--- src/core/rsc_defs.vh ---
// Constants for the rail sequencer and color strobe block
`ifndef RSC_DEFS_VH
`define RSC_DEFS_VH
`define RSC_CLK_HZ 25000000
// Register indices on the configuration port
`define RSC_REG_CODE_A 8'h00
`define RSC_REG_CODE_B 8'h01
`define RSC_REG_CODE_C 8'h02
`define RSC_REG_DEAD_TIME 8'h0B
`define RSC_REG_STATUS 8'h10
`define RSC_DEAD_TIME_RST 8'h01
`define RSC_CODE_RST 10'h000
// Timing figures in their own units
`define RSC_INIT_MS 5
`define RSC_OFS_TO_BIAS_MS 145
`define RSC_PWR_DEGLITCH_US 1000
`define RSC_SEL_DEGLITCH_NS 300
`define RSC_STEP_MS 1
// Cycle counts derived from the rate
`define RSC_INIT_CYC ((`RSC_CLK_HZ / 1000) * `RSC_INIT_MS)
`define RSC_BIAS_CYC ((`RSC_CLK_HZ / 1000) * `RSC_OFS_TO_BIAS_MS)
`define RSC_PWR_DG_CYC ((`RSC_CLK_HZ / 1000000) * `RSC_PWR_DEGLITCH_US)
`define RSC_SEL_DG_CYC ((`RSC_SEL_DEGLITCH_NS * (`RSC_CLK_HZ / 1000000) + 999) / 1000)
`define RSC_STEP_CYC ((`RSC_CLK_HZ / 1000) * `RSC_STEP_MS)
// Status bit positions
`define RSC_ST_RAILS_UP 0
`define RSC_ST_FAULT 1
`define RSC_ST_STROBE_EN 2
`define RSC_VLED_DEFAULT_MV 16'h0DAC
`endif

--- src/core/rsc_code_mem.v ---
// Small register file holding the three per-color current codes
`timescale 1ns/100ps
`include "rsc_defs.vh"
module rsc_code_mem #(
   parameter WIDTH = 10,
   parameter DEPTH = 3
) (
   input wire mclk_i,
   input wire reset_i,
   input wire wr_en_i,
   input wire [1:0] wr_addr_i,
   input wire [WIDTH-1:0] wr_data_i,
   input wire [1:0] rd_addr_i,
   output reg [WIDTH-1:0] rd_data_o
);
   reg [WIDTH-1:0] mem_r [0:DEPTH-1];
   genvar gi;
   // One word per color, cleared at reset so no stale current is driven
   generate
      for (gi = 0; gi < DEPTH; gi = gi + 1) begin : g_word
         always @(posedge mclk_i) begin
            if (reset_i) begin
               mem_r[gi] <= `RSC_CODE_RST;
            end else if (wr_en_i && wr_addr_i == gi) begin
               mem_r[gi] <= wr_data_i;
            end
         end
      end
   endgenerate
   // Registered read; unused addresses read zero
   always @(posedge mclk_i) begin
      if (reset_i) begin
         rd_data_o <= {WIDTH{1'b0}};
      end else if (rd_addr_i < DEPTH) begin
         rd_data_o <= mem_r[rd_addr_i];
      end else begin
         rd_data_o <= {WIDTH{1'b0}};
      end
   end
endmodule

--- src/core/rsc_top.v ---
// Rail sequencer and color strobe decoder with configuration port
// Notes on behaviour
// - After power request rises, initialise mirror array, then enable offset rail within 10 ms.
// - Wait 145 ms after offset rail, then enable bias and reset rails; a request dropped in S_INIT or S_OFS pulses them for a cycle.
// - Strobe decoder and LED driver stay off until all three rails are on.
// - Power request falling starts the normal rail power-down sequence.
// - Any rail fault forces fast power-down discharging all three rails at once.
// - Color select 0 opens all; 1,2,3 close only switch a, b, c.
// - Route the selected color's own 10-bit current code; none for code 0.
// - Open switches that must open before closing any switch.
// - Dead time between opening and closing comes from the dead time register.
// - A switch staying closed is not opened during the dead time.
// - Configuration and per-channel 10-bit current codes are written over the port.
// - With all switches open, command converter to its 3.5 V default target.
// - Deglitch the power request for about 1 ms before acting.
// - Deglitch both color select bits for about 300 ns before decoding.
`timescale 1ns/100ps
`include "rsc_defs.vh"
module rsc_top #(
   parameter CODE_W = 10,
   parameter INIT_CYC = `RSC_INIT_CYC,
   parameter BIAS_CYC = `RSC_BIAS_CYC,
   parameter PWR_DG_CYC = `RSC_PWR_DG_CYC,
   parameter STEP_CYC = `RSC_STEP_CYC
) (
   input wire mclk_i,
   input wire reset_i,
   input wire power_request_i,
   input wire [3:0] rail_fault_i,
   input wire [1:0] color_select_i,
   input wire cfg_wr_i,
   input wire cfg_rd_i,
   input wire [7:0] cfg_addr_i,
   input wire [15:0] cfg_wdata_i,
   output reg [15:0] cfg_rdata_o,
   output reg mirror_init_o,
   output reg mirror_offset_rail_o,
   output reg mirror_bias_rail_o,
   output reg mirror_reset_rail_o,
   output reg rail_discharge_o,
   output reg cathode_switch_a_o,
   output reg cathode_switch_b_o,
   output reg cathode_switch_c_o,
   output reg [CODE_W-1:0] led_dac_code_o,
   output reg led_dac_en_o,
   output reg vled_default_o
);
   localparam S_OFF = 3'd0;
   localparam S_INIT = 3'd1;
   localparam S_OFS = 3'd2;
   localparam S_ON = 3'd3;
   localparam S_STOP = 3'd4;
   localparam S_DOWN = 3'd5;
   localparam S_FAST = 3'd6;
   localparam SEL_DG = `RSC_SEL_DG_CYC;

   // Decode of a color code into a one-hot switch set c,b,a
   function [2:0] sw_decode;
      input [1:0] code;
      begin
         case (code)
            2'h1: sw_decode = 3'b001;
            2'h2: sw_decode = 3'b010;
            2'h3: sw_decode = 3'b100;
            default: sw_decode = 3'b000;
         endcase
      end
   endfunction

   reg [2:0] pr_sync_r;
   reg pr_filt_r;
   reg [23:0] pr_cnt_r;
   reg [5:0] cs_sync_r;
   reg [1:0] cs_filt_r;
   reg [7:0] cs_cnt_r;
   reg [2:0] state_r;
   reg [2:0] state_nxt;
   reg [23:0] seq_cnt_r;
   reg fault_r;
   reg [7:0] dead_time_r;
   reg [7:0] bbm_cnt_r;
   reg [1:0] pend_sel_r;
   reg strobe_en;
   wire [2:0] sw_now;
   wire [2:0] sw_tgt;
   wire [2:0] keep;
   wire mem_wr;
   wire [CODE_W-1:0] mem_rd;
   wire [1:0] mem_rd_addr;

   // Power request: three flops, change counts when the last two agree
   always @(posedge mclk_i) begin
      if (reset_i) begin
         pr_sync_r <= 3'b000;
         pr_filt_r <= 1'b0;
         pr_cnt_r <= 24'h000000;
      end else begin
         pr_sync_r <= {pr_sync_r[1:0], power_request_i};
         if (pr_sync_r[2] != pr_sync_r[1] || pr_sync_r[2] == pr_filt_r) begin
            pr_cnt_r <= 24'h000000;
         end else if (pr_cnt_r >= PWR_DG_CYC - 1) begin
            pr_filt_r <= pr_sync_r[2];
            pr_cnt_r <= 24'h000000;
         end else begin
            pr_cnt_r <= pr_cnt_r + 24'h000001;
         end
      end
   end

   // Color select deglitch; both bits must be stable for the filter time
   always @(posedge mclk_i) begin
      if (reset_i) begin
         cs_sync_r <= 6'h00;
         cs_filt_r <= 2'h0;
         cs_cnt_r <= 8'h00;
      end else begin
         cs_sync_r <= {cs_sync_r[3:0], color_select_i};
         if (cs_sync_r[5:4] != cs_sync_r[3:2] || cs_sync_r[5:4] == cs_filt_r) begin
            cs_cnt_r <= 8'h00;
         end else if (cs_cnt_r >= SEL_DG - 1) begin
            cs_filt_r <= cs_sync_r[5:4];
            cs_cnt_r <= 8'h00;
         end else begin
            cs_cnt_r <= cs_cnt_r + 8'h01;
         end
      end
   end

   // Next state of the rail sequencer; a rail fault wins over everything in every state but S_OFF and S_FAST
   always @* begin
      state_nxt = state_r;
      case (state_r)
         S_OFF: begin
            if (pr_filt_r && !fault_r) begin
               state_nxt = S_INIT;
            end
         end
         S_INIT: begin
            if (seq_cnt_r >= INIT_CYC - 1) begin
               state_nxt = S_OFS;
            end
         end
         S_OFS: begin
            if (seq_cnt_r >= BIAS_CYC - 1) begin
               state_nxt = S_ON;
            end
         end
         S_ON: begin
            if (!pr_filt_r) begin
               state_nxt = S_STOP;
            end
         end
         S_STOP: begin
            state_nxt = S_DOWN;
         end
         S_DOWN: begin
            if (seq_cnt_r >= STEP_CYC - 1) begin
               state_nxt = S_OFF;
            end
         end
         S_FAST: begin
            if (!pr_filt_r) begin
               state_nxt = S_OFF;
            end
         end
         default: state_nxt = S_OFF;
      endcase
      if (rail_fault_i != 4'h0 && state_r != S_OFF && state_r != S_FAST) begin
         state_nxt = S_FAST;
      end
      if ((state_r == S_INIT || state_r == S_OFS) && !pr_filt_r &&
          rail_fault_i == 4'h0) begin
         state_nxt = S_STOP;
      end
   end

   // Sequencer registers; fault stays latched until request drops
   always @(posedge mclk_i) begin
      if (reset_i) begin
         state_r <= S_OFF;
         seq_cnt_r <= 24'h000000;
         fault_r <= 1'b0;
      end else begin
         state_r <= state_nxt;
         if (state_nxt != state_r) begin
            seq_cnt_r <= 24'h000000;
         end else begin
            seq_cnt_r <= seq_cnt_r + 24'h000001;
         end
         if (state_nxt == S_FAST) begin
            fault_r <= 1'b1;
         end else if (!pr_filt_r && state_r == S_OFF) begin
            fault_r <= 1'b0;
         end
      end
   end

   // Rail enables; bias and reset come off first in a normal power-down
   always @(posedge mclk_i) begin
      if (reset_i) begin
         mirror_init_o <= 1'b0;
         mirror_offset_rail_o <= 1'b0;
         mirror_bias_rail_o <= 1'b0;
         mirror_reset_rail_o <= 1'b0;
         rail_discharge_o <= 1'b1;
      end else begin
         mirror_init_o <= (state_nxt == S_INIT);
         mirror_offset_rail_o <= (state_nxt == S_OFS) || (state_nxt == S_ON) ||
                                 (state_nxt == S_STOP) || (state_nxt == S_DOWN);
         mirror_bias_rail_o <= (state_nxt == S_ON) || (state_nxt == S_STOP);
         mirror_reset_rail_o <= (state_nxt == S_ON) || (state_nxt == S_STOP);
         // All three discharged together on a fault
         rail_discharge_o <= (state_nxt == S_FAST) || (state_nxt == S_OFF);
      end
   end

   // Strobe runs only with all rails up and no power-down under way; looking at
   // the next state opens the switches no later than the rails start to drop
   always @* begin
      strobe_en = (state_r == S_ON) && (state_nxt == S_ON) && mirror_bias_rail_o &&
                  mirror_reset_rail_o && mirror_offset_rail_o;
   end

   assign sw_now = {cathode_switch_c_o, cathode_switch_b_o, cathode_switch_a_o};
   assign sw_tgt = strobe_en ? sw_decode(cs_filt_r) : 3'b000;
   assign keep = sw_now & sw_tgt;

   // Break-before-make: open what must open, wait the dead time, then close
   always @(posedge mclk_i) begin
      if (reset_i) begin
         cathode_switch_a_o <= 1'b0;
         cathode_switch_b_o <= 1'b0;
         cathode_switch_c_o <= 1'b0;
         bbm_cnt_r <= 8'h00;
         pend_sel_r <= 2'h0;
      end else if (!strobe_en) begin
         // Power-down opens everything immediately, ahead of discharge; on a fault both happen at the same edge
         {cathode_switch_c_o, cathode_switch_b_o, cathode_switch_a_o} <= 3'b000;
         bbm_cnt_r <= 8'h00;
         pend_sel_r <= 2'h0;
      end else if (sw_tgt != sw_now) begin
         if ((sw_now & ~sw_tgt) != 3'b000) begin
            {cathode_switch_c_o, cathode_switch_b_o, cathode_switch_a_o} <= keep;
            bbm_cnt_r <= 8'h00;
         end else if (bbm_cnt_r >= dead_time_r) begin
            {cathode_switch_c_o, cathode_switch_b_o, cathode_switch_a_o} <= sw_tgt;
            pend_sel_r <= cs_filt_r;
            bbm_cnt_r <= 8'h00;
         end else begin
            bbm_cnt_r <= bbm_cnt_r + 8'h01;
         end
      end else begin
         bbm_cnt_r <= 8'h00;
         pend_sel_r <= cs_filt_r;
      end
   end

   // Read follows the filtered select, so the new code is ready when its switch closes
   assign mem_rd_addr = (cs_filt_r == 2'h0) ? 2'h0 : cs_filt_r - 2'h1;
   assign mem_wr = cfg_wr_i && (cfg_addr_i <= `RSC_REG_CODE_C);

   rsc_code_mem #(
      .WIDTH(CODE_W),
      .DEPTH(3)
   ) u_code_mem (
      .mclk_i(mclk_i),
      .reset_i(reset_i),
      .wr_en_i(mem_wr),
      .wr_addr_i(cfg_addr_i[1:0]),
      .wr_data_i(cfg_wdata_i[CODE_W-1:0]),
      .rd_addr_i(mem_rd_addr),
      .rd_data_o(mem_rd)
   );

   // DAC gets the code of the closed switch; none while all are open
   always @(posedge mclk_i) begin
      if (reset_i) begin
         led_dac_code_o <= {CODE_W{1'b0}};
         led_dac_en_o <= 1'b0;
         vled_default_o <= 1'b1;
      end else begin
         if (sw_now != 3'b000 && pend_sel_r != 2'h0) begin
            led_dac_code_o <= mem_rd;
            led_dac_en_o <= 1'b1;
            vled_default_o <= 1'b0;
         end else begin
            led_dac_code_o <= {CODE_W{1'b0}};
            led_dac_en_o <= 1'b0;
            vled_default_o <= 1'b1;
         end
      end
   end

   // Dead time register and read port; codes read back through the memory are
   // not exposed, status shows sequencer state instead
   always @(posedge mclk_i) begin
      if (reset_i) begin
         dead_time_r <= `RSC_DEAD_TIME_RST;
         cfg_rdata_o <= 16'h0000;
      end else begin
         if (cfg_wr_i && cfg_addr_i == `RSC_REG_DEAD_TIME) begin
            dead_time_r <= cfg_wdata_i[7:0];
         end
         if (cfg_rd_i) begin
            case (cfg_addr_i)
               `RSC_REG_DEAD_TIME: cfg_rdata_o <= {8'h00, dead_time_r};
               `RSC_REG_STATUS: cfg_rdata_o <= {13'h0000, strobe_en, fault_r,
                                                (state_r == S_ON)};
               default: cfg_rdata_o <= 16'h0000;
            endcase
         end
      end
   end
endmodule

--- config.mk ---
export PLATFORM = sky130hd
export DESIGN_NAME = rsc_top
export DESIGN_NICKNAME = d
export VERILOG_FILES = /design/src/core/rsc_code_mem.v /design/src/core/rsc_top.v
export VERILOG_INCLUDE_DIRS = /design/src /design/src/core
export SDC_FILE = /design/constraint.sdc
export NUM_CORES = 1
export LEC_CHECK = 0
export BUFFER_PORTS_ARGS = -buffer_cell sky130_fd_sc_hd__buf_2
export CAP_MARGIN = 10
export CORE_ASPECT_RATIO = 1.2
export CORE_MARGIN = 1.5
export CORE_UTILIZATION = 63
export CTS_CLUSTER_DIAMETER = 80
export DETAILED_ROUTE_END_ITERATION = 10
export PLACE_DENSITY_LB_ADDON = 0.15
export SETUP_SLACK_MARGIN = 0.3
export SYNTH_ARGS = -nofsm -noshare
export SYNTH_HDL_FRONTEND = slang
export SYNTH_SLANG_ARGS = --single-unit
--- constraint.sdc ---
create_clock -name mclk_i -period 8.29 [get_ports mclk_i]
set_clock_uncertainty 0.05 [all_clocks]
set_input_delay 1.658 -clock mclk_i [delete_from_list [all_inputs] [get_ports mclk_i]]
set_output_delay 1.658 -clock mclk_i [all_outputs]
set_load 0.01 [all_outputs]
==> metrics.md <==
| Metric | Value |
|---|---|
| Initial Utilization | 64.6% |
| Critical Path End Type | flop |
| Final Slew Violations | 0 |
| CTS tree | built |
| Pwr/cell area | between 200 and 250 mW/mm2 |
| Die area | 0.0114 mm2 |
| Dpl cells | 858 |
| GRT Total Usage | 23.4% |
| DIE HEIGHT | 117 um |
| Crit-path max cell delay | approximately 900 ps |
| Area share of fa/ha/maj cells after synthesis | 3.32% |
| Nature of the critical path startpoint | primary input |
| Non-filler instance count after layout | just under 900 |
| Critical Path AT | around 5400 ps |
| Mux share of post-synthesis cell area | 2.51% |
| Ant diodes | 0 |
| Initial detailed-routing violation count | 178 |
| WS Path Type | in -> reg |
| Clock Sinks | 157 |
| Vias | 4950 |
| Top cell type's share of synthesized area | 37.4% |
| Number of fill cells in the layout | between 700 and 800 |
| Longest Clk Path Bufs | 2 |
| Drt total wl | 12700 um |
| IO Port Bufs | 56 |
| Dpl ws | 2870 ps |
| Dpl hpwl | between 8000 and 9000 um |
| Tmin final | 5110 ps |
| DR pass1 iterations | 4 |
| Area Overhead vs Synth | 13.1% |
| Clock transition at path regs | 60 ps |
| Postcts setup bufs | 0 |
| Worst path cell trace | buf_2 -> or4_1 -> nor4_1 -> and3b_1 -> inv_1 -> ha_1 -> nor3_1 -> nand2b_1 -> a21oi_1 -> nand2_1 -> nor2_1 |
| Worst slew margin | about a quarter |
| Die width | 97.8 um |
| Synth Area in Simple Gates | 24.0% |
| Number of buffers and inverters on the critical path | 2 |
| First-pass GRT wire length | ~21000 um |
| Post-CTS Resized | 0 |
| Layout cells sized above 1 | 15.5% |
| Number of synthesized flops with an enable pin | 30 |
| Ys Warns | 0 |
| Synth Area in Compound Gates | 8.86% |
| Slowest-stage cell, CP | nor4_1 |
| #FFs+latches synth | 157 |
| Sequential-to-total area share from yosys stat | 50.7% |
| Post-synth ARST share | 0% |
| Leakage | roughly 3 nW |
| Largest cells by area after synthesis | dfxtp_1 37%, edfxtp_1 13%, xor2_1 4.0%, and2_1 4.0%, nor2_1 3.6% |
| Maximum VDD drop | 0.131 mV |
| Setup violators final | 0 |
| Tightest Hold Check Type | reg -> reg |
| Hold buffers post-CTS | 0 |
| Final Util | approximately three quarters |
| Clock root buffer | clkbuf_16 |
| Largest family of logic cells by synthesized area | simple AND/OR/NAND/NOR gates |
| I/O Pins | 71 |
| Post-layout nets | 801 |
| Xor/xnor cell area share of the yosys netlist | between 6 and 7% |
| GRT overflow | 0 |
| Vias per Instance | 5.57 |
| Worst-Skew Late Latency | between 400 and 500 ps |
| H-tree depth | 4 |
| Average cell area after synthesis | slightly below 10 um2 |
| Crit-path max FO | 8 |
| Synth Flop Type | dfxtp_1 |
| Setup TNS | 0 ps |
| Antenna Nets Post-Route | 0 |
| # rows | 41 |
| Final Cycle Share | 61.6% |
| RSZ-0062 raised after global routing | no |
| DRC errors left | 0 |
| Post-synth cell types | 56 |
| DR WL/cell | 14.3 um |
| GP Congestion | 0.798 |
| Largest net degree at the start of global routing | 53 |
| FMAX | 0.196 GHz |
| Setup ws final | 3180 ps |
| Final hold vios | 0 |
| Hold WS | approximately 380 ps |
| Post-synth top cells | 127 x dfxtp_1, 66 x nor2_1, 43 x and2_1 |
| Core area | 0.0105 mm2 |
| MaxCap Viol Count | 0 |
| Synth area leader | dfxtp_1 |
| CTS buffer count | 17 |
| Number of global-route vias before repair | 4845 |
| Outcome | finished clean |
| Count leader, synth | dfxtp_1 |
| Worst-Margin Slew | 1110 ps |
| Crit path max-delay family | simple AND/OR/NAND/NOR gates |
| Data required, critical path | 8590 ps |
| Post-Synthesis Cells | 685 |
| Mapped cell area | 0.00679 mm2 |
| Initial antenna violation count | 0 |
per-stage QoR:
step	cell area [um2]	power, W
finish	7680	0.00178
global route	7680	0.00185
CTS	7680	0.00179
detailed placement	7140	0.00109
global placement	7140	0.00108
floorplan	6870	0.00105
registers in the layout (all words and copies together) (netlist names), 2 cells and up:
signal,flops
state_r,3
dead_time_r,8
cs_sync_r,6
u_code_mem.mem_r,30
u_code_mem.rd_data_o,10
cs_cnt_r,8
cs_filt_r,2
led_dac_code_o,10
cfg_rdata_o,8
bbm_cnt_r,8
seq_cnt_r,24
pr_sync_r,3
pend_sel_r,2
pr_cnt_r,24
placed cells by master, fill, tap and decap left out, drive strengths merged, types with 7 or more instances in the layout:
cell type / count
a211oi: 18
nor2b: 14
clkbuf: 21
mux2i: 17
nor3: 37
nor4: 7
buf: 60
xor2: 32
xnor2: 16
nand2: 39
clkinv: 7
edfxtp: 30
nand3: 39
nor2: 66
inv: 25
and3: 13
ha: 18
nand2b: 11
o21ai: 14
conb: 21
and2: 43
dfxtp: 127
a21oi: 26
power by group:
| group | total, W | switching [W] | internal (W) |
|---|---|---|---|
| clock network | 0.000708 | 0.000289 | 0.000419 |
| registers | 0.000840 | 0.0000295 | 0.000811 |
| logic | 0.000230 | 0.000156 | 0.0000736 |
| total | 0.00178 | 0.000475 | 0.00130 |
metal layers:
layer / track usage [%] / vias to the layer above / wire (um)
li1: - / 2477 / -
met2: 44.1 / 101 / 6680
met4: 9.90 / 0 / 269
met3: 5.27 / 24 / 505
met5: 0 / - / 0
met1: 25.4 / 2348 / 5280
worst register-to-register path: cells and delay by family, from the launching register on:
kind,cells,cell delay [ps]
compound gates,1,340
fa+ha+maj,1,190
buf+inv,1,60
flops,1,680
simple gates,7,2580
logic make-up (layout without fill, tap and decap cells):
logic type | after synthesis | after routing
XOR/XNOR | 48 | 48
AO/OA/AOI/OAI | 90 | 90
multiplexers | 17 | 17
flip-flops | 157 | 157
other | 1 | 21
adder cells (fa/ha/maj) | 18 | 18
buffers and inverters | 60 | 115
AND/OR/NAND/NOR | 294 | 294
final cells by class:
cell class / count / area (um2) / share of cell area (%)
repair buffers: 60 / 310 / 4.04
well taps: 129 / 161 / 2.10
flip-flops and latches: 157 / 3440 / 44.8
clock buffers: 21 / 450 / 5.86
multi-input cells: 488 / 3130 / 40.8
inverters: 24 / 90.1 / 1.17
clock inverters: 10 / 92.6 / 1.21
final timing paths:
kind | from | end | slack [ps] | cells past startpoint
setup reg to reg | state_r[1] | bbm_cnt_r[0] | 4320 | 10
setup / recovery | rail_fault_i[1] | bbm_cnt_r[0] | 3180 | 11
hold reg to reg | u_code_mem.rd_data_o[3] | led_dac_code_o[3] | 380 | 1
hold / removal | u_code_mem.rd_data_o[3] | led_dac_code_o[3] | 380 | 1
Power figures use the tool's default switching activity.
